## config.mk

```make
export PLATFORM = sky130hd
export DESIGN_NAME = mws_sequencer
export DESIGN_NICKNAME = d
export VERILOG_FILES = /design/src/rtl/mws_pkg.sv /design/src/rtl/mws_lut_if.sv /design/src/rtl/mws_lut.sv /design/src/rtl/mws_sequencer.sv
export SDC_FILE = /design/constraint.sdc
export NUM_CORES = 1
export LEC_CHECK = 0
export BUFFER_PORTS_ARGS = -buffer_cell sky130_fd_sc_hd__buf_2
export CAP_MARGIN = 20
export CORE_ASPECT_RATIO = 1.4
export CORE_MARGIN = 2
export CORE_UTILIZATION = 37
export CTS_BUF_LIST = sky130_fd_sc_hd__clkbuf_8
export CTS_CLUSTER_DIAMETER = 80
export CTS_CLUSTER_SIZE = 20
export DETAILED_ROUTE_END_ITERATION = 16
export SYNTH_ARGS = -nofsm -noshare
export SYNTH_HDL_FRONTEND = slang
export SYNTH_SLANG_ARGS = --single-unit
```

## constraint.sdc

```tcl
create_clock -name clk -period 11.6 [get_ports clk]
set_clock_uncertainty 0.2 [all_clocks]
set_input_delay 1.16 -clock clk [delete_from_list [all_inputs] [get_ports clk]]
set_output_delay 1.16 -clock clk [all_outputs]
set_load 0.02 [all_outputs]
```

## src/rtl/mws_pkg.sv

```systemverilog
// Functional notes
// RULE1: wave table holds 64 entries, addresses 0 to 63, one quarter period.
// RULE2: full-period index runs 0 to 255; table address derives from it.
// RULE3: resolution code 6..0 selects step 1,2,4,8,16,32,64.
// RULE4: positive step adds step size, negative subtracts, wrapping mod 256.
// RULE5: sine magnitude drives phase A, cosine magnitude drives phase B.
// RULE6: sign bits per quadrant: 11, 10, 00, 01 for A,B.
// RULE7: fast decay A,B: 01 in quadrants 1,3; 10 in quadrants 2,4.
// RULE8: polarity inputs invert sign bits and fast decay bits.
// RULE9: sine ascends in odd quadrants, descends in even; cosine opposite.
// RULE10: mirrored address one past table end outputs entry 63 as peak.
// RULE11: index cleared only by power-on reset, not by resolution change.
// RULE12: host accounts for index offset after resolution changes.
// RULE13: host should load every table entry.
// RULE14: partial table needs one fixed resolution since power-on reset.
// RULE15: narrower driver takes the magnitude MSBs.
// RULE16: table storage is not initialized by reset.
// RULE17: each table write carries two successive 6-bit entries; 32 fill it.
// RULE18: each axis has own index and resolution; table shared.
package mws_pkg;
  // ----------------------------------------------------------------
  // widths and table shape
  // ----------------------------------------------------------------
  localparam int MWS_IDX_W = 8;
  localparam int MWS_ADDR_W = 6;
  localparam int MWS_VAL_W = 6;
  localparam int MWS_RES_W = 3;
  localparam int MWS_PAIR_W = 5;
  localparam logic [MWS_ADDR_W-1:0] MWS_PEAK_ADDR = 6'h3f;
  localparam logic [MWS_IDX_W-1:0] MWS_IDX_RST = 8'h00;
  localparam logic [MWS_RES_W-1:0] MWS_RES_RST = 3'h6;
  localparam logic [MWS_RES_W-1:0] MWS_RES_FINEST = 3'h6;
  // ----------------------------------------------------------------
  // quadrant codes
  // ----------------------------------------------------------------
  typedef enum logic [1:0] {
    MWS_Q1 = 2'b00,
    MWS_Q2 = 2'b01,
    MWS_Q3 = 2'b10,
    MWS_Q4 = 2'b11
  } mws_quad_t;
endpackage : mws_pkg

```

## src/rtl/mws_lut_if.sv

```systemverilog
`timescale 1ns/1ps
interface mws_lut_if;
  import mws_pkg::*;
  logic [MWS_ADDR_W-1:0] sin_addr;
  logic [MWS_ADDR_W-1:0] cos_addr;
  logic [MWS_VAL_W-1:0] sin_val;
  logic [MWS_VAL_W-1:0] cos_val;
  modport seq (output sin_addr, output cos_addr,
               input sin_val, input cos_val);
  modport mem (input sin_addr, input cos_addr,
               output sin_val, output cos_val);
endinterface : mws_lut_if

```

## src/rtl/mws_lut.sv

```systemverilog
`timescale 1ns/1ps
module mws_lut
  import mws_pkg::*;
(
  input wire logic clk,
  input wire logic wr_en,
  input wire logic [MWS_PAIR_W-1:0] wr_pair,
  input wire logic [MWS_VAL_W-1:0] wr_even,
  input wire logic [MWS_VAL_W-1:0] wr_odd,
  mws_lut_if.mem rd
);
  // no reset on purpose: contents undefined until loaded [RULE16]
  logic [MWS_VAL_W-1:0] mem_q [0:(1<<MWS_ADDR_W)-1]; // [RULE1]

  always_ff @(posedge clk) begin
    if (wr_en) begin
      mem_q[{wr_pair, 1'b0}] <= wr_even; // [RULE17]
      mem_q[{wr_pair, 1'b1}] <= wr_odd; // [RULE17]
    end
  end

  // shared read ports serve every axis [RULE18]
  assign rd.sin_val = mem_q[rd.sin_addr];
  assign rd.cos_val = mem_q[rd.cos_addr];
endmodule : mws_lut

```

## src/rtl/mws_sequencer.sv

```systemverilog
`timescale 1ns/1ps
module mws_sequencer
  import mws_pkg::*;
#(
  parameter int AXES = 3
)(
  input wire logic clk,
  input wire logic sys_rst,
  input wire logic lut_wr_en,
  input wire logic [MWS_PAIR_W-1:0] lut_wr_pair,
  input wire logic [MWS_VAL_W-1:0] lut_wr_even,
  input wire logic [MWS_VAL_W-1:0] lut_wr_odd,
  input wire logic [AXES-1:0] step,
  input wire logic [AXES-1:0] dir_pos,
  input wire logic [AXES*MWS_RES_W-1:0] res_sel,
  input wire logic [AXES-1:0] pol_sign,
  input wire logic [AXES-1:0] pol_decay,
  input wire logic [AXES-1:0] sel_axis_onehot,
  output logic [AXES*MWS_IDX_W-1:0] wave_index,
  output logic [MWS_VAL_W-1:0] phase_a_mag,
  output logic [MWS_VAL_W-1:0] phase_b_mag,
  output logic phase_a_sign,
  output logic phase_b_sign,
  output logic phase_a_fast_decay,
  output logic phase_b_fast_decay
);
  // ----------------------------------------------------------------
  // per-axis wave index
  // ----------------------------------------------------------------
  logic [MWS_IDX_W-1:0] idx_q [AXES];

  genvar g;
  generate
    for (g = 0; g < AXES; g++) begin : g_axis // [RULE18]
      logic [MWS_RES_W-1:0] res;
      logic [MWS_IDX_W-1:0] inc;
      assign res = res_sel[g*MWS_RES_W +: MWS_RES_W];
      // codes above 6 are undefined; treat as finest step
      assign inc = (res > MWS_RES_FINEST) ? 8'h01 :
                   8'(8'h01 << (MWS_RES_FINEST - res)); // [RULE3]
      // resolution changes leave the index alone [RULE11]
      always_ff @(posedge clk or posedge sys_rst) begin
        if (sys_rst) begin
          idx_q[g] <= MWS_IDX_RST; // [RULE11]
        end else if (step[g]) begin
          if (dir_pos[g]) begin
            idx_q[g] <= MWS_IDX_W'(idx_q[g] + inc); // [RULE4]
          end else begin
            idx_q[g] <= MWS_IDX_W'(idx_q[g] - inc); // [RULE4]
          end
        end
      end
      assign wave_index[g*MWS_IDX_W +: MWS_IDX_W] = idx_q[g]; // [RULE2]
    end
  endgenerate

  // ----------------------------------------------------------------
  // axis select for the driver chain
  // ----------------------------------------------------------------
  logic [MWS_IDX_W-1:0] sel_idx;
  logic sel_pol_s;
  logic sel_pol_d;
  always_comb begin
    sel_idx = '0;
    sel_pol_s = 1'b0;
    sel_pol_d = 1'b0;
    for (int i = 0; i < AXES; i++) begin
      if (sel_axis_onehot[i]) begin
        sel_idx = idx_q[i];
        sel_pol_s = pol_sign[i];
        sel_pol_d = pol_decay[i];
      end
    end
  end

  // ----------------------------------------------------------------
  // quadrant mirroring
  // ----------------------------------------------------------------
  mws_quad_t quad;
  logic [MWS_ADDR_W-1:0] pos;
  logic [MWS_ADDR_W:0] mirror;
  logic desc_sin;
  logic peak_sin;
  logic peak_cos;
  assign quad = mws_quad_t'(sel_idx[7:6]); // [RULE2]
  assign pos = sel_idx[5:0];
  assign mirror = 7'h40 - {1'b0, pos};
  assign desc_sin = sel_idx[6]; // [RULE9]
  // 64 - pos overflows at pos 0: hold peak instead [RULE10]
  assign peak_sin = desc_sin && (pos == 6'h00); // [RULE10]
  assign peak_cos = !desc_sin && (pos == 6'h00); // [RULE10]

  mws_lut_if lut_bus ();
  assign lut_bus.sin_addr = peak_sin ? MWS_PEAK_ADDR :
                            (desc_sin ? mirror[5:0] : pos); // [RULE9]
  assign lut_bus.cos_addr = peak_cos ? MWS_PEAK_ADDR :
                            (desc_sin ? pos : mirror[5:0]); // [RULE9]

  mws_lut u_lut (
    .clk(clk),
    .wr_en(lut_wr_en),
    .wr_pair(lut_wr_pair),
    .wr_even(lut_wr_even),
    .wr_odd(lut_wr_odd),
    .rd(lut_bus.mem)
  );

  // ----------------------------------------------------------------
  // sign and decay bits
  // ----------------------------------------------------------------
  logic sa_d, sb_d, fa_d, fb_d;
  always_comb begin
    unique case (quad)
      MWS_Q1: begin sa_d = 1'b1; sb_d = 1'b1; end // [RULE6]
      MWS_Q2: begin sa_d = 1'b1; sb_d = 1'b0; end // [RULE6]
      MWS_Q3: begin sa_d = 1'b0; sb_d = 1'b0; end // [RULE6]
      MWS_Q4: begin sa_d = 1'b0; sb_d = 1'b1; end // [RULE6]
    endcase
    fa_d = quad[0]; // [RULE7]
    fb_d = !quad[0]; // [RULE7]
  end

  // registered outputs, one cycle after index or select changes
  always_ff @(posedge clk or posedge sys_rst) begin
    if (sys_rst) begin
      phase_a_mag <= '0;
      phase_b_mag <= '0;
    end else begin
      phase_a_mag <= lut_bus.sin_val; // [RULE5]
      phase_b_mag <= lut_bus.cos_val; // [RULE5]
    end
  end

  always_ff @(posedge clk or posedge sys_rst) begin
    if (sys_rst) begin
      phase_a_sign <= 1'b0;
      phase_b_sign <= 1'b0;
      phase_a_fast_decay <= 1'b0;
      phase_b_fast_decay <= 1'b0;
    end else begin
      phase_a_sign <= sa_d ^ sel_pol_s; // [RULE8]
      phase_b_sign <= sb_d ^ sel_pol_s; // [RULE8]
      phase_a_fast_decay <= fa_d ^ sel_pol_d; // [RULE8]
      phase_b_fast_decay <= fb_d ^ sel_pol_d; // [RULE8]
    end
  end
endmodule : mws_sequencer

```

Word level (Yosys, flattened, before mapping). Memory sizes are Yosys's and may differ from the RTL's. A register that Yosys moved wholly into a read port is not among the register bits. Cells that the tools add are included. Widths: inputs -> output; s select.

Register bits: 28. Memory bits (writable): 384. Input bits: 44. Output and inout port bits: 40. Logic and storage cells: 63. Memories kept: 1.

Add/subtract/negate cells: 10. Order comparisons: 3. Equality and inequality tests: 3. Shifts and indexed selects: 3. Mux-type cells: 23. Bitwise operators: 4. Reduce and logical (&&, ||, !) cells: 9.

Memories: u_lut.mem_q (words 64, width 6, rd ports 2, clocked after memory_dff 2, write ports 2, RTL line mws_lut.sv:13) `logic [MWS_VAL_W-1:0] mem_q [0:(1<<MWS_ADDR_W)-1];`.

Operator list (count): $mux 8 (9); $add 8x8->8 (3); $mux 6 (4); $shl 1x3->8 const A (3); $sub 8x8->8 (3); $gt 3x3->1 const B (3); $sub 3x3->3 const A (3); $mux 1 (8); $reduce_or 2->1 (4); $logic_not 6->1 (1); $sub 1x6->6 const A (1); $eq 2x2->1 const B (2); $pmux 1 s2 (2); $xor 1x1->1 (4); $eq 2x1->1 const B (1); $logic_and 1x1->1 (2); $logic_not 2->1 (1); $logic_not 1->1 (1).

Logic depth before layout (Yosys ltp). Gate-level depths: netlist (run 1).

Word-level depth: 7. Mapped depth: 20. Mapped depth without buffers: 14.

Cells and area by module. From an unflattened synthesis (run 1), not the netlist that was laid out.

Cells, all modules: 1262. Area, all modules: 21140.3 um^2.

Modules (own cells, without submodules): mws_lut (instances 1, cells each 905, area each 17966.0 um^2, sequential area each 11531.1 um^2); mws_sequencer (instances 1, cells each 357, area each 3174.3 um^2, sequential area each 1001.0 um^2).

Worst setup path after synthesis (run 1). OpenSTA, ideal clock, no wires.

Kind: input -> register. Start: in sel_axis_onehot[1]. End: reg phase_b_mag[1] (read register of u_lut.mem_q). Library setup time: 0.080 ns. Arrival time: 4.756 ns. Required time: 11.320 ns. Setup slack: 6.564 ns. Stages on the path: 19. Buffers on the path: 7. Cell sequence: buf_4 -> buf_4 -> a21oi_1 -> a22oi_2 -> inv_2 -> clkbuf_1 -> ha_1 -> clkbuf_1 -> a31oi_1 -> or4_1 -> buf_4 -> o21ai_2 -> buf_4 -> buf_4 -> nand2_1 -> a32oi_1 -> o221ai_1 -> a2111o_1 -> nor3_2.

Longest elaborated chain between the ends: 5. Elaborated cells between the ends (all ways): 8. Classes of those cells: add/sub (1); mux (4); reduce/logical (3).

RTL lines: start: declaration (RTL line mws_sequencer.sv:18) `input wire logic [AXES-1:0] sel_axis_onehot,`; $mux 8 * (2 in a row) (RTL line mws_sequencer.sv:68) `if (sel_axis_onehot[i]) begin`; $sub 1x6->6 (tied with other cells) (RTL line mws_sequencer.sv:87) `assign mirror = 7'h40 - {1'b0, pos};`; $mux 6 / $logic_and 1x1->1 (equally long branches) (RTL line mws_sequencer.sv:97, mws_sequencer.sv:91); $mux 6 * (RTL line mws_sequencer.sv:96) `assign lut_bus.cos_addr = peak_cos ? MWS_PEAK_ADDR :`; end: declaration (RTL line mws_sequencer.sv:21) `output logic [MWS_VAL_W-1:0] phase_b_mag,`.

Mark *: on every way between the ends. The rest lies on a longest branch, timed or not. A chain may end at the register's enable or synchronous reset.

Worst setup path in the final report (run 1).
Start: in sel_axis_onehot[2]. End: reg phase_b_mag[2] (read register of u_lut.mem_q).

Longest elaborated chain between the ends: 4. Elaborated cells between the ends (all ways): 7. Classes of those cells: add/sub (1); mux (3); reduce/logical (3).

RTL lines (RTL line): $mux 8 * (mws_sequencer.sv:68); $sub 1x6->6 (tied with other cells) (mws_sequencer.sv:87); $mux 6 / $logic_and 1x1->1 (equally long branches) (mws_sequencer.sv:97, mws_sequencer.sv:91); $mux 6 * (mws_sequencer.sv:96).

Marks and branches as above.

==> results of run 1 <==
-- per-stage QoR --
step	hold slack, ps	util [%]
finish	324	40.3
global placement	290	39.3
CTS	317	40.2
floorplan	399	-
global route	337	40.3
detailed placement	302	39.4
-- metal layers --
layer  up-vias  wire length, µm
li1       7618                -
met1      8657            27200
met2       911            37400
met3       215             5180
met4         4             5430
met5         -               24
-- power groups by stage --
stage	combinational [W]	clock [W]	sequential, W
after floorplan	0.00188	0	0.00193
after global placement	0.00283	0	0.00190
after detailed placement	0.00288	0	0.00190
after CTS	0.00289	0.000766	0.00186
after global routing	0.00310	0.000821	0.00187
final	0.00293	0.000752	0.00186
-- final timing paths --
kind,startpoint,end,slack [ps],cells after the start
min reg2reg,wave_index[15]$_DFFE_PP0P_,wave_index[15]$_DFFE_PP0P_,320,1
max in group asynchronous,sys_rst,wave_index[5]$_DFFE_PP0P_,10270,3
min in group asynchronous,sys_rst,wave_index[22]$_DFFE_PP0P_,450,3
max,sel_axis_onehot[2],phase_b_mag[2]$_DFF_PP0_,5300,14
max reg2reg,wave_index[8]$_DFFE_PP0P_,phase_b_mag[2]$_DFF_PP0_,5630,14
min,wave_index[15]$_DFFE_PP0P_,wave_index[15]$_DFFE_PP0P_,320,1
-- flip-flops by register name, summed over array words and instances (netlist names) --
| name | count |
|---|---|
| phase_a_sign | 1 |
| phase_a_fast_decay | 1 |
| phase_b_fast_decay | 1 |
| phase_b_sign | 1 |
| wave_index | 24 |
| phase_b_mag | 6 |
| phase_a_mag | 6 |
| u_lut.mem_q | 384 |
-- cells by family (layout without fill, tap and decap cells) --
family | after synthesis | count (layout) | share of synthesized area, %
adder cells (fa/ha/maj) | 30 | 30 | 1.78
AND/OR/NAND/NOR | 772 | 772 | 15.6
XOR/XNOR | 27 | 27 | 1.06
AO/OA/AOI/OAI | 433 | 433 | 13.9
flip-flops | 424 | 424 | 56.0
buffers and inverters | 182 | 220 | 3.86
other | 0 | 1 | 0
multiplexers | 152 | 152 | 7.79
-- layout make-up --
class                      count  area share, %
antenna                        1         0.0104
sequential                   424           52.0
multi-input combinational   1414           37.6
timing repair buffer         136           3.44
clock buffer                  29           1.66
inverter                      36          0.561
tap                          810           4.21
clock inverter                19          0.499
-- critical path, delay by kind of cell --
kind | cells | cell delay [ps]
and+or+nand+nor | 6 | 2140
AOI/OAI and AO/OA | 3 | 980
buffers and inverters | 4 | 1820
adders and majority gates | 1 | 480
-- layout by cell type (no fill, tap or decap), types with 35 or more instances in the layout --
| cell type | instances |
|---|---|
| nand2_1 | 430 |
| mux2i_1 | 109 |
| and3_1 | 44 |
| buf_4 | 47 |
| nor2_1 | 67 |
| a21oi_1 | 96 |
| a31oi_1 | 35 |
| edfxtp_1 | 384 |
| dfrtp_1 | 40 |
| buf_2 | 83 |
| nand3_1 | 131 |
| a211oi_1 | 47 |
| inv_1 | 48 |
==> flow_metrics.env, run 1 <==
export IMPL_status="finished, final reports clean"
export IMPL_tightest_slew_ps=1170
export IMPL_numPortBuffers=83
export IMPL_synth_top_cell_by_area="edfxtp_1"
export IMPL_p_switching_w=0.00258
export IMPL_ctsResizeCount=0
export IMPL_grt_busiest_layer="met2"
export IMPL_use_met3_pct=2.80
export IMPL_wl_per_cell_um=26.2
export IMPL_cts_max_level=1
export IMPL_ant_nets=0
export IMPL_setup_total_negative_slack_ps=0
export IMPL_syn_avg_cell_area_um2=11.1
export IMPL_required_ps=11970
export IMPL_first_global_vias=17000
export IMPL_fp_coreArea_um2=59800
export IMPL_p_per_area_nw_per_um2=230
export IMPL_io_pins=84
export IMPL_clockBufferDepth=3
export IMPL_rsz0062_at_grt="false"
export IMPL_post_route_period_util_pct=54.3
export IMPL_vias=17400
export IMPL_synth_seq_area_share_pct=56.0
export IMPL_die_area_um2=62500
export IMPL_multi_input_area_um2=9060
export IMPL_antenna_found_initial=3
export IMPL_dp_slack_ps=4620
export IMPL_cp_max_fo=45
export IMPL_seqPwrFrac_pct=33.6
export IMPL_ys_seq_elements=424
export IMPL_via_per_inst=6.07
export IMPL_final_seq_area_um2=12500
export IMPL_start_util_pct=37.4
export IMPL_endpoint_kind="flip-flop"
export IMPL_max_stage_delay_ps=730
export IMPL_cts_made_buffers=26
export IMPL_drv_slew=0
export IMPL_intPower_w=0.00297
export IMPL_yosys_warnings=0
export IMPL_path_clk_slew_ps=130
export IMPL_clk_latency_ps=670
export IMPL_final_cell_area_um2=24100
export IMPL_path_cells="buf_2 -> a22oi_2 -> inv_2 -> ha_1 -> and3b_1 -> a31oi_1 -> nor4_4 -> o31a_2 -> buf_4 -> buf_4 -> nand3_1 -> and3_1 -> nor4_1 -> and4bb_1"
export IMPL_finalHoldViolCount=0
export IMPL_worstSetupPathType="primary input to flip-flop"
export IMPL_cts_setup_buffers=0
export IMPL_clock_power_share_pct=13.6
export IMPL_layout_cells_non_filler=2869
export IMPL_p_sw_share_pct=46.5
export IMPL_final_fill_count=5629
export IMPL_syn2layout_area_growth_pct=7.65
export IMPL_synth_cells=2020
export IMPL_synth_edf_count=384
export IMPL_dr_pass1_iters=6
export IMPL_fmax_ghz=0.159
export IMPL_p_comb_share_pct=52.9
export IMPL_fin_ws_ps=5300
export IMPL_layout_drive_gt1_share_pct=12.2
export IMPL_critPathSlowestCell="nor4_1"
export IMPL_critPathArrivalTime_ps=6670
export IMPL_finalSetupViolCount=0
export IMPL_synth_top_flop_cell="edfxtp_1"
export IMPL_cts_root_buf="clkbuf_8"
export IMPL_startpoint_type="primary input"
export IMPL_cts_tree="built"
export IMPL_drt_total_wl_mm=75.2
export IMPL_die_w_um=212
export IMPL_gr_usage_met1_pct=27.7
export IMPL_synth_cell_area_um2=22400
export IMPL_hp_class="flip-flop to flip-flop"
export IMPL_syn_nets=2094
export IMPL_cap_viol_max_count=0
export IMPL_dpl_cell_area_um2=23600
export IMPL_num_rows=106
export IMPL_synth_common_cells="nand2_1 (432), edfxtp_1 (384), nand3_1 (131)"
export IMPL_period_minus_slack_ps=6300
export IMPL_ir_drop_uv=140
export IMPL_hold_buffers=0
export IMPL_fin_total_pwr_w=0.00554
export IMPL_clock_sinks=424
export IMPL_grtUsageTotal_pct=23.7
export IMPL_gp_congestion=0.922
export IMPL_drc_errors=0
export IMPL_grt_max_degree=81
export IMPL_synth_async_sr_flop_share_pct=9.43
export IMPL_grt_pass1_wl_mm=110
export IMPL_use_met2_pct=41.2
export IMPL_yosysMostFrequentCell="nand2_1"
export IMPL_slew_headroom_pct=22.1
export IMPL_fp_dieH_um=295
export IMPL_critPathMostFrequentCell="buf_4"
export IMPL_yosys_top_cells_area="edfxtp_1 (52%), nand2_1 (7.2%), mux2i_1 (4.9%)"
export IMPL_p_leak_nw=8.74
export IMPL_first_iter_violations=1980
export IMPL_synth_distinct_cells=93
export IMPL_yosys_area_top_type_share_pct=51.5
export IMPL_hpwl_mm=49.3
export IMPL_dp_cells=2818
export IMPL_grt_remaining_overflow=0
export IMPL_layout_nets=2112
Power figures use the tool's default switching activity.
==> inputs of run 2 (changes only) <==
==> constraint.sdc (replaced) <==
create_clock -name clk -period 5.9 [get_ports clk]
set_clock_uncertainty 0.2 [all_clocks]
set_input_delay 0.59 -clock clk [delete_from_list [all_inputs] [get_ports clk]]
set_output_delay 0.59 -clock clk [all_outputs]
set_load 0.02 [all_outputs]
==> run 2 against run 1 <==
First-iteration DRC count fell by 7.4%; register-to-register slack got worse by 5000 ps; critical endpoint is now phase_b_mag[3]$_DFF_PP0_; critical path depth did not move; clock power rose by 100%; largest power group unchanged; sequential power rose by 96%; flip-flop and latch count did not move; setup slack got worse by 4700 ps; highest routed layer unchanged; wire length rose by 1.3%; non-clock buffer count rose by 48.
==> flow_metrics.env, run 2 (synthesized netlist as in run 1, its figures left out) <==
export IMPL_status="finished, final reports clean"
export IMPL_grt_pass1_wl_mm=111
export IMPL_finalHoldViolCount=0
export IMPL_p_per_area_nw_per_um2=460
export IMPL_critPathArrivalTime_ps=5550
export IMPL_ir_drop_uv=253
export IMPL_rsz0062_at_grt="false"
export IMPL_grt_max_degree=81
export IMPL_cts_root_buf="clkbuf_8"
export IMPL_antenna_found_initial=4
export IMPL_setup_total_negative_slack_ps=0
export IMPL_regMostFlops="u_lut.mem_q"
export IMPL_drc_errors=0
export IMPL_cts_tree="built"
export IMPL_io_pins=84
export IMPL_fp_dieH_um=295
export IMPL_tightest_slew_ps=1080
export IMPL_r2r_setup_slack_ps=630
export IMPL_timing_rr_start="wave_index[8]$_DFFE_PP0P_"
export IMPL_ant_nets=0
export IMPL_dr_pass1_iters=8
export IMPL_startpoint_type="flip-flop"
export IMPL_num_rows=106
export IMPL_ctsResizeCount=0
export IMPL_numPortBuffers=83
export IMPL_startpoint="wave_index[8]$_DFFE_PP0P_"
export IMPL_required_ps=6180
export IMPL_slew_headroom_pct=27.8
export IMPL_fin_util_pct=41.2
export IMPL_clockBufferDepth=3
export IMPL_die_area_um2=62500
export IMPL_p_leak_nw=9.03
export IMPL_final_fill_count=5649
export IMPL_fin_total_pwr_w=0.0113
export IMPL_r2r_end="phase_b_mag[3]$_DFF_PP0_"
export IMPL_path_clk_slew_ps=110
export IMPL_fmax_ghz=0.190
export IMPL_worstSetupPathType="flip-flop to flip-flop"
export IMPL_largest_reg_flops=384
export IMPL_syn2layout_area_growth_pct=10.0
export IMPL_cts_made_buffers=27
export IMPL_dp_cells=2863
export IMPL_worstHoldEndpoint="wave_index[2]$_DFFE_PP0P_"
export IMPL_first_iter_violations=1833
export IMPL_grt_remaining_overflow=0
export IMPL_grtUsageTotal_pct=23.9
export IMPL_min_from="step[0]"
export IMPL_hp_class="primary input to flip-flop"
export IMPL_hpwl_mm=51.4
export IMPL_layout_commonest_cell="nand2_1"
export IMPL_period_minus_slack_ps=5270
export IMPL_gp_congestion=0.934
export IMPL_hold_path_cell_count=2
export IMPL_layout_cells_non_filler=2918
export IMPL_layout_common_cells="nand2_1 (430), edfxtp_1 (384), nand3_1 (131)"
export IMPL_vias=17600
export IMPL_drt_total_wl_mm=76.2
export IMPL_layout_nets=2161
export IMPL_via_per_inst=6.02
export IMPL_die_w_um=212
export IMPL_whs_ps=66.7
export IMPL_start_util_pct=37.4
export IMPL_cap_viol_max_count=0
export IMPL_post_route_period_util_pct=89.4
export IMPL_reg2reg_depth=14
export IMPL_cts_setup_buffers=0
export IMPL_clock_sinks=424
export IMPL_finalSetupViolCount=0
export IMPL_drv_slew=0
export IMPL_cts_max_level=1
export IMPL_hold_buffers=1
export IMPL_clk_latency_ps=670
export IMPL_cp_max_fo=18
export IMPL_fp_coreArea_um2=59800
export IMPL_layout_drive_gt1_share_pct=14.3
export IMPL_first_global_vias=17200
export IMPL_endpoint_kind="flip-flop"
export IMPL_wl_per_cell_um=26.1
-- run 2: cell types whose count changed in the layout (fill, tap and decap cells not counted), sizes merged --
cell	delta
dlygate4sd3	+1
buf	+47
clkinv	+3
clkbuf	-2
-- run 2: where the power goes --
part           total (W)  switching, W  internal (W)
logic            0.00618       0.00400       0.00218
clock network    0.00151       0.00102      0.000493
registers        0.00365      0.000192       0.00345
total             0.0113       0.00520       0.00613
-- run 2: metal layers --
metal	global-route usage, %	vias up	wire length [µm]	share of wire [%]
met5	0	-	34	0.045
met4	15.5	6	5510	7.2
met3	3.04	216	5810	7.6
met2	41.4	934	37300	49
met1	28.0	8683	27600	36
li1	-	7732	-	-
-- run 2: worst max-delay path by stage --
stage / end / depth (start not counted)
after floorplan: phase_b_mag[1]$_DFF_PP0_ / 19
after global placement: phase_b_mag[3]$_DFF_PP0_ / 16
after detailed placement: phase_b_mag[3]$_DFF_PP0_ / 16
after CTS: phase_b_mag[3]$_DFF_PP0_ / 15
after global routing: phase_a_mag[4]$_DFF_PP0_ / 14
final: phase_b_mag[3]$_DFF_PP0_ / 14
-- run 2: area by class of cell --
type / count / area, µm² / share of cell area (%)
antenna: 1 / 2.50 / 0.0102
clock buffer: 27 / 372 / 1.51
multi-input combinational: 1414 / 9060 / 36.8
tap: 810 / 1010 / 4.12
timing repair buffer: 184 / 1370 / 5.54
clock inverter: 22 / 145 / 0.589
inverter: 36 / 135 / 0.549
sequential: 424 / 12500 / 50.9
-- run 2: per-stage QoR --
stage	cell area, µm²	setup WS (ps)
after floorplan	22400	1430
after global placement	24000	368
after detailed placement	24100	240
after CTS	24600	703
after global routing	24600	302
final	24600	626
-- run 2: worst max-delay path, stage by stage, from the launching register on --
cell and delay, ps:
dfrtp_1 470, a21oi_1 120, a22oi_2 350, inv_2 250
ha_1 390, and3b_1 220, a31oi_1 300, nor4_4 150
o31ai_4 690, buf_4 400, a21oi_1 90, a22oi_1 210
a211oi_1 120, a2111o_1 470, nor4bb_1 640
==> inputs of run 3 (changes only) <==
--- a/config.mk
+++ b/config.mk
@@ -14,6 +14,7 @@
 export CTS_CLUSTER_DIAMETER = 80
 export CTS_CLUSTER_SIZE = 20
 export DETAILED_ROUTE_END_ITERATION = 16
+export PLACE_DENSITY_LB_ADDON = 0.12
 export SYNTH_ARGS = -nofsm -noshare
 export SYNTH_HDL_FRONTEND = slang
 export SYNTH_SLANG_ARGS = --single-unit
==> run 3 against run 2 <==
Final cell count fell by 0.51%; critical path depth did not move; flip-flop and latch count did not move; first-iteration DRC count fell by 13%; non-clock buffer count fell by 13; clock-buffer cell count rose by 2; combinational power barely moved; register-to-register slack improved by 110 ps; total power rose by 0.20%.
==> flow_metrics.env, run 3 (synthesized netlist as in run 1, its figures left out) <==
export IMPL_status="finished, final reports clean"
export IMPL_max_stage_delay_ps=770
export IMPL_wl_per_cell_um=27.8
export IMPL_drv_slew=0
export IMPL_clock_sinks=424
export IMPL_fin_util_pct=41.0
export IMPL_layout_commonest_cell="nand2_1"
export IMPL_period_minus_slack_ps=5160
export IMPL_numPortBuffers=83
export IMPL_cts_setup_buffers=0
export IMPL_tightest_slew_ps=1120
export IMPL_num_rows=106
export IMPL_antenna_found_initial=3
export IMPL_worstSetupPathType="flip-flop to flip-flop"
export IMPL_ir_drop_uv=290
export IMPL_via_per_inst=5.95
export IMPL_p_per_area_nw_per_um2=463
export IMPL_finalHoldViolCount=0
export IMPL_first_iter_violations=1596
export IMPL_intPower_w=0.00606
export IMPL_ant_nets=0
export IMPL_cp_max_fo=18
export IMPL_hpwl_mm=54.6
export IMPL_layout_common_cells="nand2_1 (430), edfxtp_1 (384), nand3_1 (131)"
export IMPL_final_cell_area_um2=24600
export IMPL_gp_congestion=0.913
export IMPL_hp_class="primary input to flip-flop"
export IMPL_drt_total_wl_mm=80.7
export IMPL_seqPwrFrac_pct=32.3
export IMPL_clockBufferDepth=3
export IMPL_start_util_pct=37.4
export IMPL_rsz0062_at_grt="false"
export IMPL_critPathMostFrequentCell="a21oi_1"
export IMPL_path_clk_slew_ps=120
export IMPL_clock_power_share_pct=13.5
export IMPL_largest_reg_flops=384
export IMPL_p_sw_share_pct=46.6
export IMPL_syn2layout_area_growth_pct=9.71
export IMPL_fp_dieH_um=295
export IMPL_ctsResizeCount=0
export IMPL_slew_headroom_pct=25.5
export IMPL_grt_remaining_overflow=0
export IMPL_required_ps=6260
export IMPL_critPathArrivalTime_ps=5530
export IMPL_first_global_vias=16900
export IMPL_post_route_period_util_pct=87.5
export IMPL_cts_max_level=1
export IMPL_endpoint_kind="flip-flop"
export IMPL_die_w_um=212
export IMPL_clk_latency_ps=690
export IMPL_p_switching_w=0.00530
export IMPL_fp_coreArea_um2=59800
export IMPL_critPathSlowestCell="a211oi_1"
export IMPL_fmax_ghz=0.194
export IMPL_setup_total_negative_slack_ps=0
export IMPL_cap_viol_max_count=0
export IMPL_dr_pass1_iters=5
export IMPL_path_cells="inv_1 -> a22oi_2 -> inv_2 -> ha_1 -> and3b_1 -> a31oi_1 -> or4_1 -> buf_4 -> a21oi_1 -> o21a_1 -> nand2b_1 -> a211oi_1 -> a21oi_1 -> and4bb_2"
export IMPL_grt_pass1_wl_mm=115
export IMPL_layout_nets=2149
export IMPL_die_area_um2=62500
export IMPL_layout_drive_gt1_share_pct=14.0
export IMPL_regMostFlops="u_lut.mem_q"
export IMPL_cts_tree="built"
export IMPL_cts_made_buffers=28
export IMPL_p_leak_nw=8.97
export IMPL_grtUsageTotal_pct=25.4
export IMPL_drc_errors=0
export IMPL_cts_root_buf="clkbuf_8"
export IMPL_io_pins=84
export IMPL_dpl_cell_area_um2=24000
export IMPL_grt_max_degree=79
export IMPL_p_comb_share_pct=54.2
export IMPL_finalSetupViolCount=0
export IMPL_startpoint_type="flip-flop"
export IMPL_vias=17300
-- run 3: cell count changes in the layout (fill, tap and decap cells not counted), moves of 2 or more --
cell,before,now
clkinv_2,3,0
inv_12,0,2
nor2_1,66,63
buf_6,7,2
buf_12,13,15
inv_6,4,1
nor2_2,3,6
buf_4,80,70
clkbuf_8,27,29
inv_8,0,3
inv_1,46,44
-- run 3: per-stage QoR --
stage	power [W]	hold WS, ps	setup slack, ps	std cells
finish	0.0114	36.3	738	2903
global route	0.0119	46.8	460	2903
detailed placement	0.00983	306	433	2853
CTS	0.0114	7.89	784	2901
global placement	0.00979	301	535	2850
floorplan	0.00749	399	1430	2020
-- run 3: what timing repair did --
action / 4_1_cts / 5_1_grt
hold endpoints to repair: 40 / 0
hold buffers: 1 / 0
setup endpoints to repair: 0 / 0
-- run 3: worst max-delay path, delay by kind of cell (launching register included) --
family / cells / cell delay, ps
compound gates: 6 / 1830
simple gates: 4 / 1370
buf+inv: 3 / 750
fa+ha+maj: 1 / 470
flops: 1 / 420
-- run 3: power groups by stage --
stage	sequential (W)	combinational, W	clock, W
after floorplan	0.00380	0.00370	0
after global placement	0.00374	0.00605	0
after detailed placement	0.00374	0.00609	0
after CTS	0.00367	0.00611	0.00157
after global routing	0.00368	0.00653	0.00166
final	0.00367	0.00616	0.00153
-- run 3: layout make-up --
type / count / area [µm²]
repair buffers: 171 / 1270
well taps: 810 / 1010
fillers: 5676 / 35300
multi-input cells: 1414 / 9070
clock inverters: 18 / 125
diodes: 1 / 2.50
clock buffers: 29 / 399
inverters: 36 / 135
flip-flops and latches: 424 / 12500
-- run 3: routing by layer --
metal	GRT usage, %	vias to the layer above	share of wire [%]
met4	13.7	2	6.0
met2	45.8	694	51
met1	29.7	8702	38
met5	0	-	0.016
met3	2.42	175	5.3
li1	-	7705	-
-- run 3: final timing paths --
check	from	to	slack (ps)	cells after the start
max	wave_index[16]$_DFFE_PP0P_	phase_b_mag[4]$_DFF_PP0_	740	14
min	step[0]	wave_index[2]$_DFFE_PP0P_	40	2
max reg2reg	wave_index[16]$_DFFE_PP0P_	phase_b_mag[4]$_DFF_PP0_	740	14
min reg2reg	wave_index[7]$_DFFE_PP0P_	wave_index[7]$_DFFE_PP0P_	310	1
max in group asynchronous	sys_rst	phase_b_mag[4]$_DFF_PP0_	4630	4
min in group asynchronous	sys_rst	phase_a_mag[0]$_DFF_PP0_	420	4
